### config.mk
export PLATFORM = sky130hd
export DESIGN_NAME = mspi_port
export DESIGN_NICKNAME = d
export VERILOG_FILES = /design/src/verilog/mspi_pkg.sv /design/src/verilog/mspi_port.sv
export SDC_FILE = /design/constraint.sdc
export NUM_CORES = 2
export LEC_CHECK = 0
export BUFFER_PORTS_ARGS = -buffer_cell sky130_fd_sc_hd__buf_2
export CAP_MARGIN = 5
export CORE_MARGIN = 10
export CORE_UTILIZATION = 40
export CTS_BUF_LIST = sky130_fd_sc_hd__clkbuf_8
export DETAILED_ROUTE_END_ITERATION = 6
export SETUP_SLACK_MARGIN = 0.4
export SYNTH_ARGS = -nofsm -noshare
export SYNTH_HDL_FRONTEND = slang
export SYNTH_SLANG_ARGS = --single-unit
### constraint.sdc
create_clock -name clk -period 4.8 [get_ports clk]
set_input_delay 0.24 -clock clk [delete_from_list [all_inputs] [get_ports clk]]
set_output_delay 0.24 -clock clk [all_outputs]
set_load 0.1 [all_outputs]
### src/verilog/mspi_pkg.sv
// constants for the modem serial register port
package mspi_pkg;
   localparam int          DW          = 16;
   localparam int          AW          = 6;
   localparam int          PW          = 6;
   localparam int          NCFG        = 8;
   localparam logic [3:0]  HDR_LAST    = 4'h7;
   localparam logic [3:0]  WORD_LAST   = 4'hF;
   localparam int          HDR_RD_BIT  = 7;
   localparam int          TX_BANK_BIT = 15;
   localparam logic [5:0]  ADR_SOFT    = 6'h00;
   localparam logic [5:0]  ADR_RX_WIN  = 6'h01;
   localparam logic [5:0]  ADR_TX_WIN  = 6'h02;
   localparam logic [5:0]  ADR_TX_CTL  = 6'h03;
   localparam logic [5:0]  ADR_CCA     = 6'h04;
   localparam logic [5:0]  ADR_IRQ_MSK = 6'h05;
   localparam logic [5:0]  ADR_CTL_A   = 6'h06;
   localparam logic [5:0]  ADR_CTL_B   = 6'h07;
   localparam logic [5:0]  ADR_AMP     = 6'h08;
   localparam logic [5:0]  ADR_CTL_C   = 6'h09;
   localparam logic [5:0]  ADR_CLKO    = 6'h0A;
   localparam logic [15:0] RST_TX_CTL  = 16'h0000;
   localparam logic [15:0] RST_CCA     = 16'h0000;
   localparam logic [15:0] RST_IRQ_MSK = 16'h0000;
   localparam logic [15:0] RST_CTL_A   = 16'h0000;
   localparam logic [15:0] RST_CTL_B   = 16'h0000;
   localparam logic [15:0] RST_AMP     = 16'h0000;
   localparam logic [15:0] RST_CTL_C   = 16'h0000;
   localparam logic [15:0] RST_CLKO    = 16'h0000;
   localparam logic [15:0] CFG_RST [NCFG] = '{RST_TX_CTL, RST_CCA, RST_IRQ_MSK, RST_CTL_A,
                                             RST_CTL_B, RST_AMP, RST_CTL_C, RST_CLKO};
   typedef enum logic [3:0]
   {
      ST_IDLE = 4'h1,
      ST_HDR  = 4'h2,
      ST_DATA = 4'h4,
      ST_HOLD = 4'h8
   } mspi_state_t;
endpackage : mspi_pkg

### src/verilog/mspi_port.sv
// serial register port of the radio modem, slave side
module mspi_port
(
   // clock and reset
   input  wire logic              clk,
   input  wire logic              resetn,
   // serial pins
   input  wire logic              sclk,
   input  wire logic              ce_n,
   input  wire logic              mosi,
   output logic                   miso,
   output logic                   miso_oe,
   // core reset
   output logic                   soft_reset_active,
   // register contents
   output logic [mspi_pkg::DW-1:0] tx_packet_control,
   output logic [mspi_pkg::DW-1:0] clear_channel_threshold,
   output logic [mspi_pkg::DW-1:0] interrupt_enable_mask,
   output logic [mspi_pkg::DW-1:0] primary_control,
   output logic [mspi_pkg::DW-1:0] secondary_control,
   output logic [mspi_pkg::DW-1:0] amplifier_enable,
   output logic [mspi_pkg::DW-1:0] tertiary_control,
   output logic [mspi_pkg::DW-1:0] clock_output_control,
   // receive packet RAM fill port
   input  wire logic              rx_ram_we,
   input  wire logic [mspi_pkg::PW-1:0] rx_ram_waddr,
   input  wire logic [mspi_pkg::DW-1:0] rx_ram_wdata,
   // transmit packet RAM read port
   input  wire logic [mspi_pkg::PW-1:0] tx_ram_raddr,
   output logic [mspi_pkg::DW-1:0] tx_ram_rdata
);
   import mspi_pkg::*;

   logic [2:0]        sclk_sy_ff;
   logic [1:0]        ce_sy_ff;
   logic [1:0]        mosi_sy_ff;
   mspi_state_t       state_ff;
   mspi_state_t       nxt_state;
   logic [3:0]        bit_cnt_ff;
   logic [3:0]        nxt_bit_cnt;
   logic [DW-1:0]     shin_ff;
   logic [DW-1:0]     shout_ff;
   logic [AW-1:0]     addr_ff;
   logic              rd_ff;
   logic              soft_rst_ff;
   logic [PW:0]       ptr_ff;
   logic [DW-1:0]     cfg_ff [NCFG];
   logic [DW-1:0]     rx_ram [2**PW];
   logic [DW-1:0]     tx_ram [2**(PW+1)];
   logic [DW-1:0]     tx_rdata_ff;

   wire               sclk_s    = sclk_sy_ff[1];
   wire               sclk_rise = sclk_s & ~sclk_sy_ff[2];
   wire               sclk_fall = ~sclk_s & sclk_sy_ff[2];
   wire               ce_act    = ~ce_sy_ff[1];
   wire               mosi_s    = mosi_sy_ff[1];
   wire               in_hdr    = (state_ff == ST_HDR);
   wire               in_data   = (state_ff == ST_DATA);
   wire               in_hold   = (state_ff == ST_HOLD);
   wire [7:0]         hdr_byte  = {shin_ff[6:0], mosi_s};
   wire               hdr_rd    = hdr_byte[HDR_RD_BIT];
   wire [AW-1:0]      hdr_addr  = hdr_byte[AW-1:0];
   wire               hdr_done  = in_hdr & ce_act & sclk_rise & (bit_cnt_ff == HDR_LAST);
   wire               hdr_soft  = hdr_done & ~hdr_rd & (hdr_addr == ADR_SOFT);
   wire               word_done = in_data & ce_act & sclk_rise & (bit_cnt_ff == WORD_LAST);
   wire [DW-1:0]      word_in   = {shin_ff[DW-2:0], mosi_s};
   wire               core_rst  = ~resetn | soft_rst_ff;
   wire [AW-1:0]      sel_addr  = in_hdr ? hdr_addr : addr_ff;
   wire               sel_cfg   = (sel_addr >= ADR_TX_CTL) & (sel_addr <= ADR_CLKO);
   wire [AW-1:0]      sel_off   = sel_addr - ADR_TX_CTL;
   wire               ptr_ok    = ~ptr_ff[PW];
   wire               tx_bank   = cfg_ff[0][TX_BANK_BIT];
   wire               rx_step   = word_done & rd_ff & (addr_ff == ADR_RX_WIN) & ptr_ok;
   wire               tx_step   = word_done & ~rd_ff & (addr_ff == ADR_TX_WIN) & ptr_ok;
   wire               cfg_wr    = word_done & ~rd_ff & (addr_ff >= ADR_TX_CTL) & (addr_ff <= ADR_CLKO);
   wire [AW-1:0]      wr_off    = addr_ff - ADR_TX_CTL;
   wire               load_out  = hdr_done | (word_done & rd_ff);
   // first window word is a dummy: the RAM is not reached yet
   wire [DW-1:0]      rx_word   = (in_hdr | ~ptr_ok) ? '0 : rx_ram[ptr_ff[PW-1:0]];
   wire [DW-1:0]      rd_data   = (sel_addr == ADR_RX_WIN) ? rx_word :
                                  sel_cfg ? cfg_ff[sel_off[2:0]] : '0;

   assign miso              = shout_ff[DW-1];
   assign miso_oe           = in_data & rd_ff & ce_act;
   assign soft_reset_active = soft_rst_ff;
   assign tx_packet_control       = cfg_ff[0];
   assign clear_channel_threshold = cfg_ff[1];
   assign interrupt_enable_mask   = cfg_ff[2];
   assign primary_control         = cfg_ff[3];
   assign secondary_control       = cfg_ff[4];
   assign amplifier_enable        = cfg_ff[5];
   assign tertiary_control        = cfg_ff[6];
   assign clock_output_control    = cfg_ff[7];
   assign tx_ram_rdata            = tx_rdata_ff;

   // pins are asynchronous to clk, two stages before use
   always_ff @(posedge clk)
   begin
      if (!resetn)
      begin
         sclk_sy_ff <= 3'h0;
         ce_sy_ff   <= 2'h3;
         mosi_sy_ff <= 2'h0;
      end
      else
      begin
         sclk_sy_ff <= {sclk_sy_ff[1:0], sclk};
         ce_sy_ff   <= {ce_sy_ff[0], ce_n};
         mosi_sy_ff <= {mosi_sy_ff[0], mosi};
      end
   end

   always_comb
   begin
      nxt_state = state_ff;
      case (state_ff)
         ST_IDLE: if (ce_act) nxt_state = ST_HDR;
         ST_HDR:
         begin
            if (!ce_act) nxt_state = ST_IDLE;
            else if (hdr_soft) nxt_state = ST_HOLD;
            else if (hdr_done) nxt_state = ST_DATA;
         end
         ST_DATA: if (!ce_act) nxt_state = ST_IDLE;
         ST_HOLD: if (!ce_act) nxt_state = ST_IDLE;
         default: nxt_state = ST_IDLE;
      endcase
   end

   // bit counter wraps per 16-bit word so recursive bursts keep framing
   always_comb
   begin
      nxt_bit_cnt = bit_cnt_ff;
      if (!ce_act || !(in_hdr || in_data) || hdr_done)
         nxt_bit_cnt = 4'h0;
      else if (sclk_rise)
         nxt_bit_cnt = bit_cnt_ff + 4'h1;
   end

   // port state answers only to the pin reset, else soft reset could not end
   always_ff @(posedge clk)
   begin
      if (!resetn)
      begin
         state_ff    <= ST_IDLE;
         bit_cnt_ff  <= 4'h0;
         soft_rst_ff <= 1'b0;
      end
      else
      begin
         state_ff    <= nxt_state;
         bit_cnt_ff  <= nxt_bit_cnt;
         if (hdr_soft)
            soft_rst_ff <= 1'b1;
         else if (in_hold && !ce_act)
            soft_rst_ff <= 1'b0;
      end
   end

   always_ff @(posedge clk)
   begin
      if (!resetn)
      begin
         shin_ff  <= '0;
         addr_ff  <= '0;
         rd_ff    <= 1'b0;
      end
      else
      begin
         if (sclk_rise && (in_hdr || in_data))
            shin_ff <= word_in;
         if (hdr_done)
         begin
            addr_ff <= hdr_addr;
            rd_ff   <= hdr_rd;
         end
      end
   end

   // shift out on falling edges, except the one right after a load
   always_ff @(posedge clk)
   begin
      if (!resetn)
         shout_ff <= '0;
      else if (load_out)
         shout_ff <= rd_data;
      else if (sclk_fall && in_data && bit_cnt_ff != 4'h0)
         shout_ff <= {shout_ff[DW-2:0], 1'b0};
   end

   // window pointer; register address never advances
   always_ff @(posedge clk)
   begin
      if (core_rst || hdr_done)
         ptr_ff <= '0;
      else if (rx_step || tx_step)
         ptr_ff <= ptr_ff + 1'b1;
   end

   generate
      for (genvar i = 0; i < NCFG; i++)
      begin : g_cfg
         always_ff @(posedge clk)
         begin
            if (core_rst)
               cfg_ff[i] <= CFG_RST[i];
            else if (cfg_wr && wr_off[2:0] == 3'(i))
               cfg_ff[i] <= word_in;
         end
      end
   endgenerate

   // packet RAMs have no reset so soft reset leaves them intact
   always_ff @(posedge clk)
   begin
      if (rx_ram_we)
         rx_ram[rx_ram_waddr] <= rx_ram_wdata;
      if (tx_step && !soft_rst_ff)
         tx_ram[{tx_bank, ptr_ff[PW-1:0]}] <= word_in;
      tx_rdata_ff <= tx_ram[{tx_bank, tx_ram_raddr}];
   end
endmodule : mspi_port

==> results.sh <==
export IMPL_status="finished, final reports clean"
export IMPL_grt_pass1_wl_um=485000
export IMPL_power_switching_mw=13.0
export IMPL_synth_top_area_cell="edfxtp_1"
export IMPL_grt_setup_unrepaired="false"
export IMPL_start_util_pct=40.2
export IMPL_cts_sinks=3283
export IMPL_finalSetupViolCount=0
export IMPL_hold_depth=4
export IMPL_clk_latency_ns=1.18
export IMPL_ys_async_sr_fraction_pct=0
export IMPL_overflow=0
export IMPL_hp_class="primary input to flip-flop"
export IMPL_track_usage_pct=19.4
export IMPL_swShare_pct=23.0
export IMPL_yosysTopAreaCellShare_pct=75.9
export IMPL_hold_start="rx_ram_we"
export IMPL_min_to="rx_ram[25][0]"
export IMPL_fin_crit_ns=4.10
export IMPL_cts_tree="yes"
export IMPL_grtUsageMet3_pct=3.86
export IMPL_r2r_start="state_ff[2]"
export IMPL_grt_pass1_vias=66109
export IMPL_yosys_register_bits=3283
export IMPL_die_w_um=583
export IMPL_cts_htree_levels=6
export IMPL_grt_start_max_net_pins=83
export IMPL_die_area_um2=340000
export IMPL_crit_type="flip-flop to flip-flop"
export IMPL_coreArea_um2=315000
export IMPL_clock_path_buffers=4
export IMPL_worstMarginPinSlew_ns=1.27
export IMPL_ir_drop_mv=0.274
export IMPL_via_per_inst=5.69
export IMPL_vias=64663
export IMPL_drt_initial_drc_count=7696
export IMPL_maxCapViolations=0
export IMPL_cp_arrival_ns=4.90
export IMPL_path_clk_slew_ns=0.06
export IMPL_synth_ff_type="edfxtp_1"
export IMPL_leakage_nw=47.4
export IMPL_pwr_share_clk_pct=40.4
export IMPL_ant_nets=0
export IMPL_dieHeight_um=583
export IMPL_timing_setup_tns_ns=0
export IMPL_p_comb_share_pct=4.0
export IMPL_met2_usage_pct=31.8
export IMPL_cts_buffers=545
export IMPL_synth_edff_count=3200
export IMPL_synth_warnings=0
export IMPL_n_fill_cell=26272
export IMPL_cts_setup_buffers=0
export IMPL_finalMaxSlewViolations=0
export IMPL_routed_wl_um=339000
export IMPL_area_growth_pct=14.7
export IMPL_critPathRequiredTime_ns=5.59
export IMPL_antenna_found_initial=14
export IMPL_synth_most_common_cell="edfxtp_1"
export IMPL_regArea_um2=97800
export IMPL_critPathCaptureType="flip-flop"
export IMPL_cp_start_kind="flip-flop"
export IMPL_internal_power_mw=43.4
export IMPL_wire_per_inst_um=29.9
export IMPL_power_frac_seq_pct=55.7
export IMPL_synthCells=5959
export IMPL_yosys_top_cells_count="edfxtp_1 (3,200), mux4_2 (785), nor2_1 (290), nand2_1 (240), clkbuf_1 (190)"
export IMPL_fmax_ghz=0.244
export IMPL_syn_avg_cell_area_um2=21.3
export IMPL_multi_input_area_um2=27600
export IMPL_hpwl_um=208000
export IMPL_num_rows=206
export IMPL_ys_seq_area_share_pct=77.2
export IMPL_ios=181
export IMPL_r2r_end="tx_ram[73][10]"
export IMPL_r2r_cells=7
export IMPL_drc=0
export IMPL_grt_use_met1_pct=26.0
export IMPL_slew_headroom_pct=15.0
export IMPL_post_synth_num_cell_types=70
export IMPL_synth_fp_nets=5999
export IMPL_ff2ff_setup_slack_ns=0.70
export IMPL_drive_gt1_share_pct=29.3
export IMPL_finClkSkew_ns=0.118
export IMPL_grt_busiest_layer="met2"
export IMPL_fin_ws_ns=0.698
export IMPL_cts_root_buf="clkbuf_8"
export IMPL_gp_congestion=0.907
export IMPL_nets=6829
export IMPL_dp_slack_ns=0.606
export IMPL_min_period_over_period_pct=85.5
export IMPL_finalHoldViolCount=0
export IMPL_drt_pass1_iter_count=6
export IMPL_io_buffers=180
export IMPL_power_density_nw_per_um2=388
export IMPL_yosys_top_cells_area="edfxtp_1 (76%), mux4_2 (14%), mux2i_1 (1.4%), dfxtp_1 (1.3%), nor2_1 (0.86%)"
export IMPL_path_max_fanout=11
export IMPL_syn_area_um2=127000
==> sequential cells by signal, summed over array words and instances (netlist names), named ones only <==
signal	count
ce_sy_ff	2
sclk_sy_ff	3
state_ff	4
ptr_ff	7
cfg_ff	128
addr_ff	6
tx_ram	2048
rd_ff	1
soft_reset_active	1
tx_ram_rdata	16
shin_ff	15
rx_ram	1024
mosi_sy_ff	2
bit_cnt_ff	4
shout_ff	16
==> repair_timing <==
item / 4_1_cts / 5_1_grt
gates resized for setup: 0 / 2
endpoints found under the hold margin: 1666 / 0
endpoints found under the setup margin: 0 / 6
hold buffers: 42 / 0
==> worst max-delay path, stage by stage, from the launching register on <==
cell and delay (ns):
dfxtp_1 0.44, or4b_1 0.64, nor4b_4 0.44, nand3_1 0.33, nor2_1 0.31, nand2_1 0.63
nor2_1 0.69, buf_4 0.31
==> area by class of cell <==
type / count / area share (%)
Sequential cell: 3283 / 67.3
Clock inverter: 400 / 1.55
Clock buffer: 557 / 5.28
Antenna cell: 7 / 0.0121
Timing Repair Buffer: 624 / 3.22
Inverter: 10 / 0.0293
Tap cell: 4160 / 3.58
Multi-Input combinational cell: 2325 / 19.0
==> power groups by stage <==
stage                     Combinational, mW  Clock [mW]  Sequential [mW]
after floorplan                       0.937           0             32.3
after global placement                 2.20           0             31.9
after detailed placement               2.22           0             31.9
after CTS                              2.26        23.2             31.4
after global routing                   2.33        24.6             31.3
final                                  2.24        22.7             31.4
==> cells by family after synthesis <==
family                     count (synthesis)  share of synthesized area (%)
and+or+nand+nor                          838                           3.19
DFF                                     3283                           77.2
muxes                                    981                           15.5
xor gates and xnor gates                  10                         0.0691
AOI/OAI and AO/OA                        490                           2.86
buffers and inverters                    351                           1.14
adders and majority gates                  6                         0.0593
==> worst max path at each step <==
stage / from / endpoint / cells past startpoint
floorplan: shin_ff[0] / shout_ff[11] / 10
CTS: state_ff[2] / tx_ram[49][9] / 7
global placement: state_ff[2] / tx_ram[49][9] / 7
global route: state_ff[2] / tx_ram[73][10] / 7
detailed placement: state_ff[2] / tx_ram[49][9] / 7
finish: state_ff[2] / tx_ram[73][10] / 7
==> metrics by stage <==
stage	util, %	std cells	total power, mW	hold slack [ns]	cell area, µm²
CTS	46.1	11358	56.9	0.0119	145000
global placement	42.8	10359	34.1	0.436	135000
detailed placement	42.8	10359	34.2	0.432	135000
floorplan	-	5959	33.3	0.339	127000
finish	46.1	11366	56.3	0.159	145000
global route	46.1	11362	58.3	0.113	145000
==> cell usage in the layout (no fill, tap or decap), types with 11 or more instances in the layout <==
cell type / n
a221oi_1: 92
inv_8: 11
clkinvlp_4: 16
nor3_1: 12
mux2_2: 16
dlygate4sd3_1: 42
buf_12: 25
inv_1: 188
o22ai_1: 26
buf_4: 377
nand3_1: 15
a22o_1: 52
nand4_1: 49
edfxtp_1: 3200
a22oi_1: 72
mux4_2: 785
nand2_1: 240
nor2b_1: 31
dfxtp_1: 63
inv_6: 16
dfxtp_4: 18
clkinv_2: 38
and2_1: 137
clkbuf_8: 557
o211ai_1: 16
a21boi_0: 17
o21ai_0: 33
a211oi_1: 14
nor2_1: 284
mux2i_1: 179
a21oi_1: 84
o2111ai_1: 30
buf_2: 177
a32oi_1: 14
clkinv_1: 111
==> routing by layer <==
metal,routed length [µm],share of wire (%)
met4,12400,3.7
met2,166000,49
met5,0,0
met3,27700,8.2
met1,134000,39
Power figures use the tool's default switching activity.
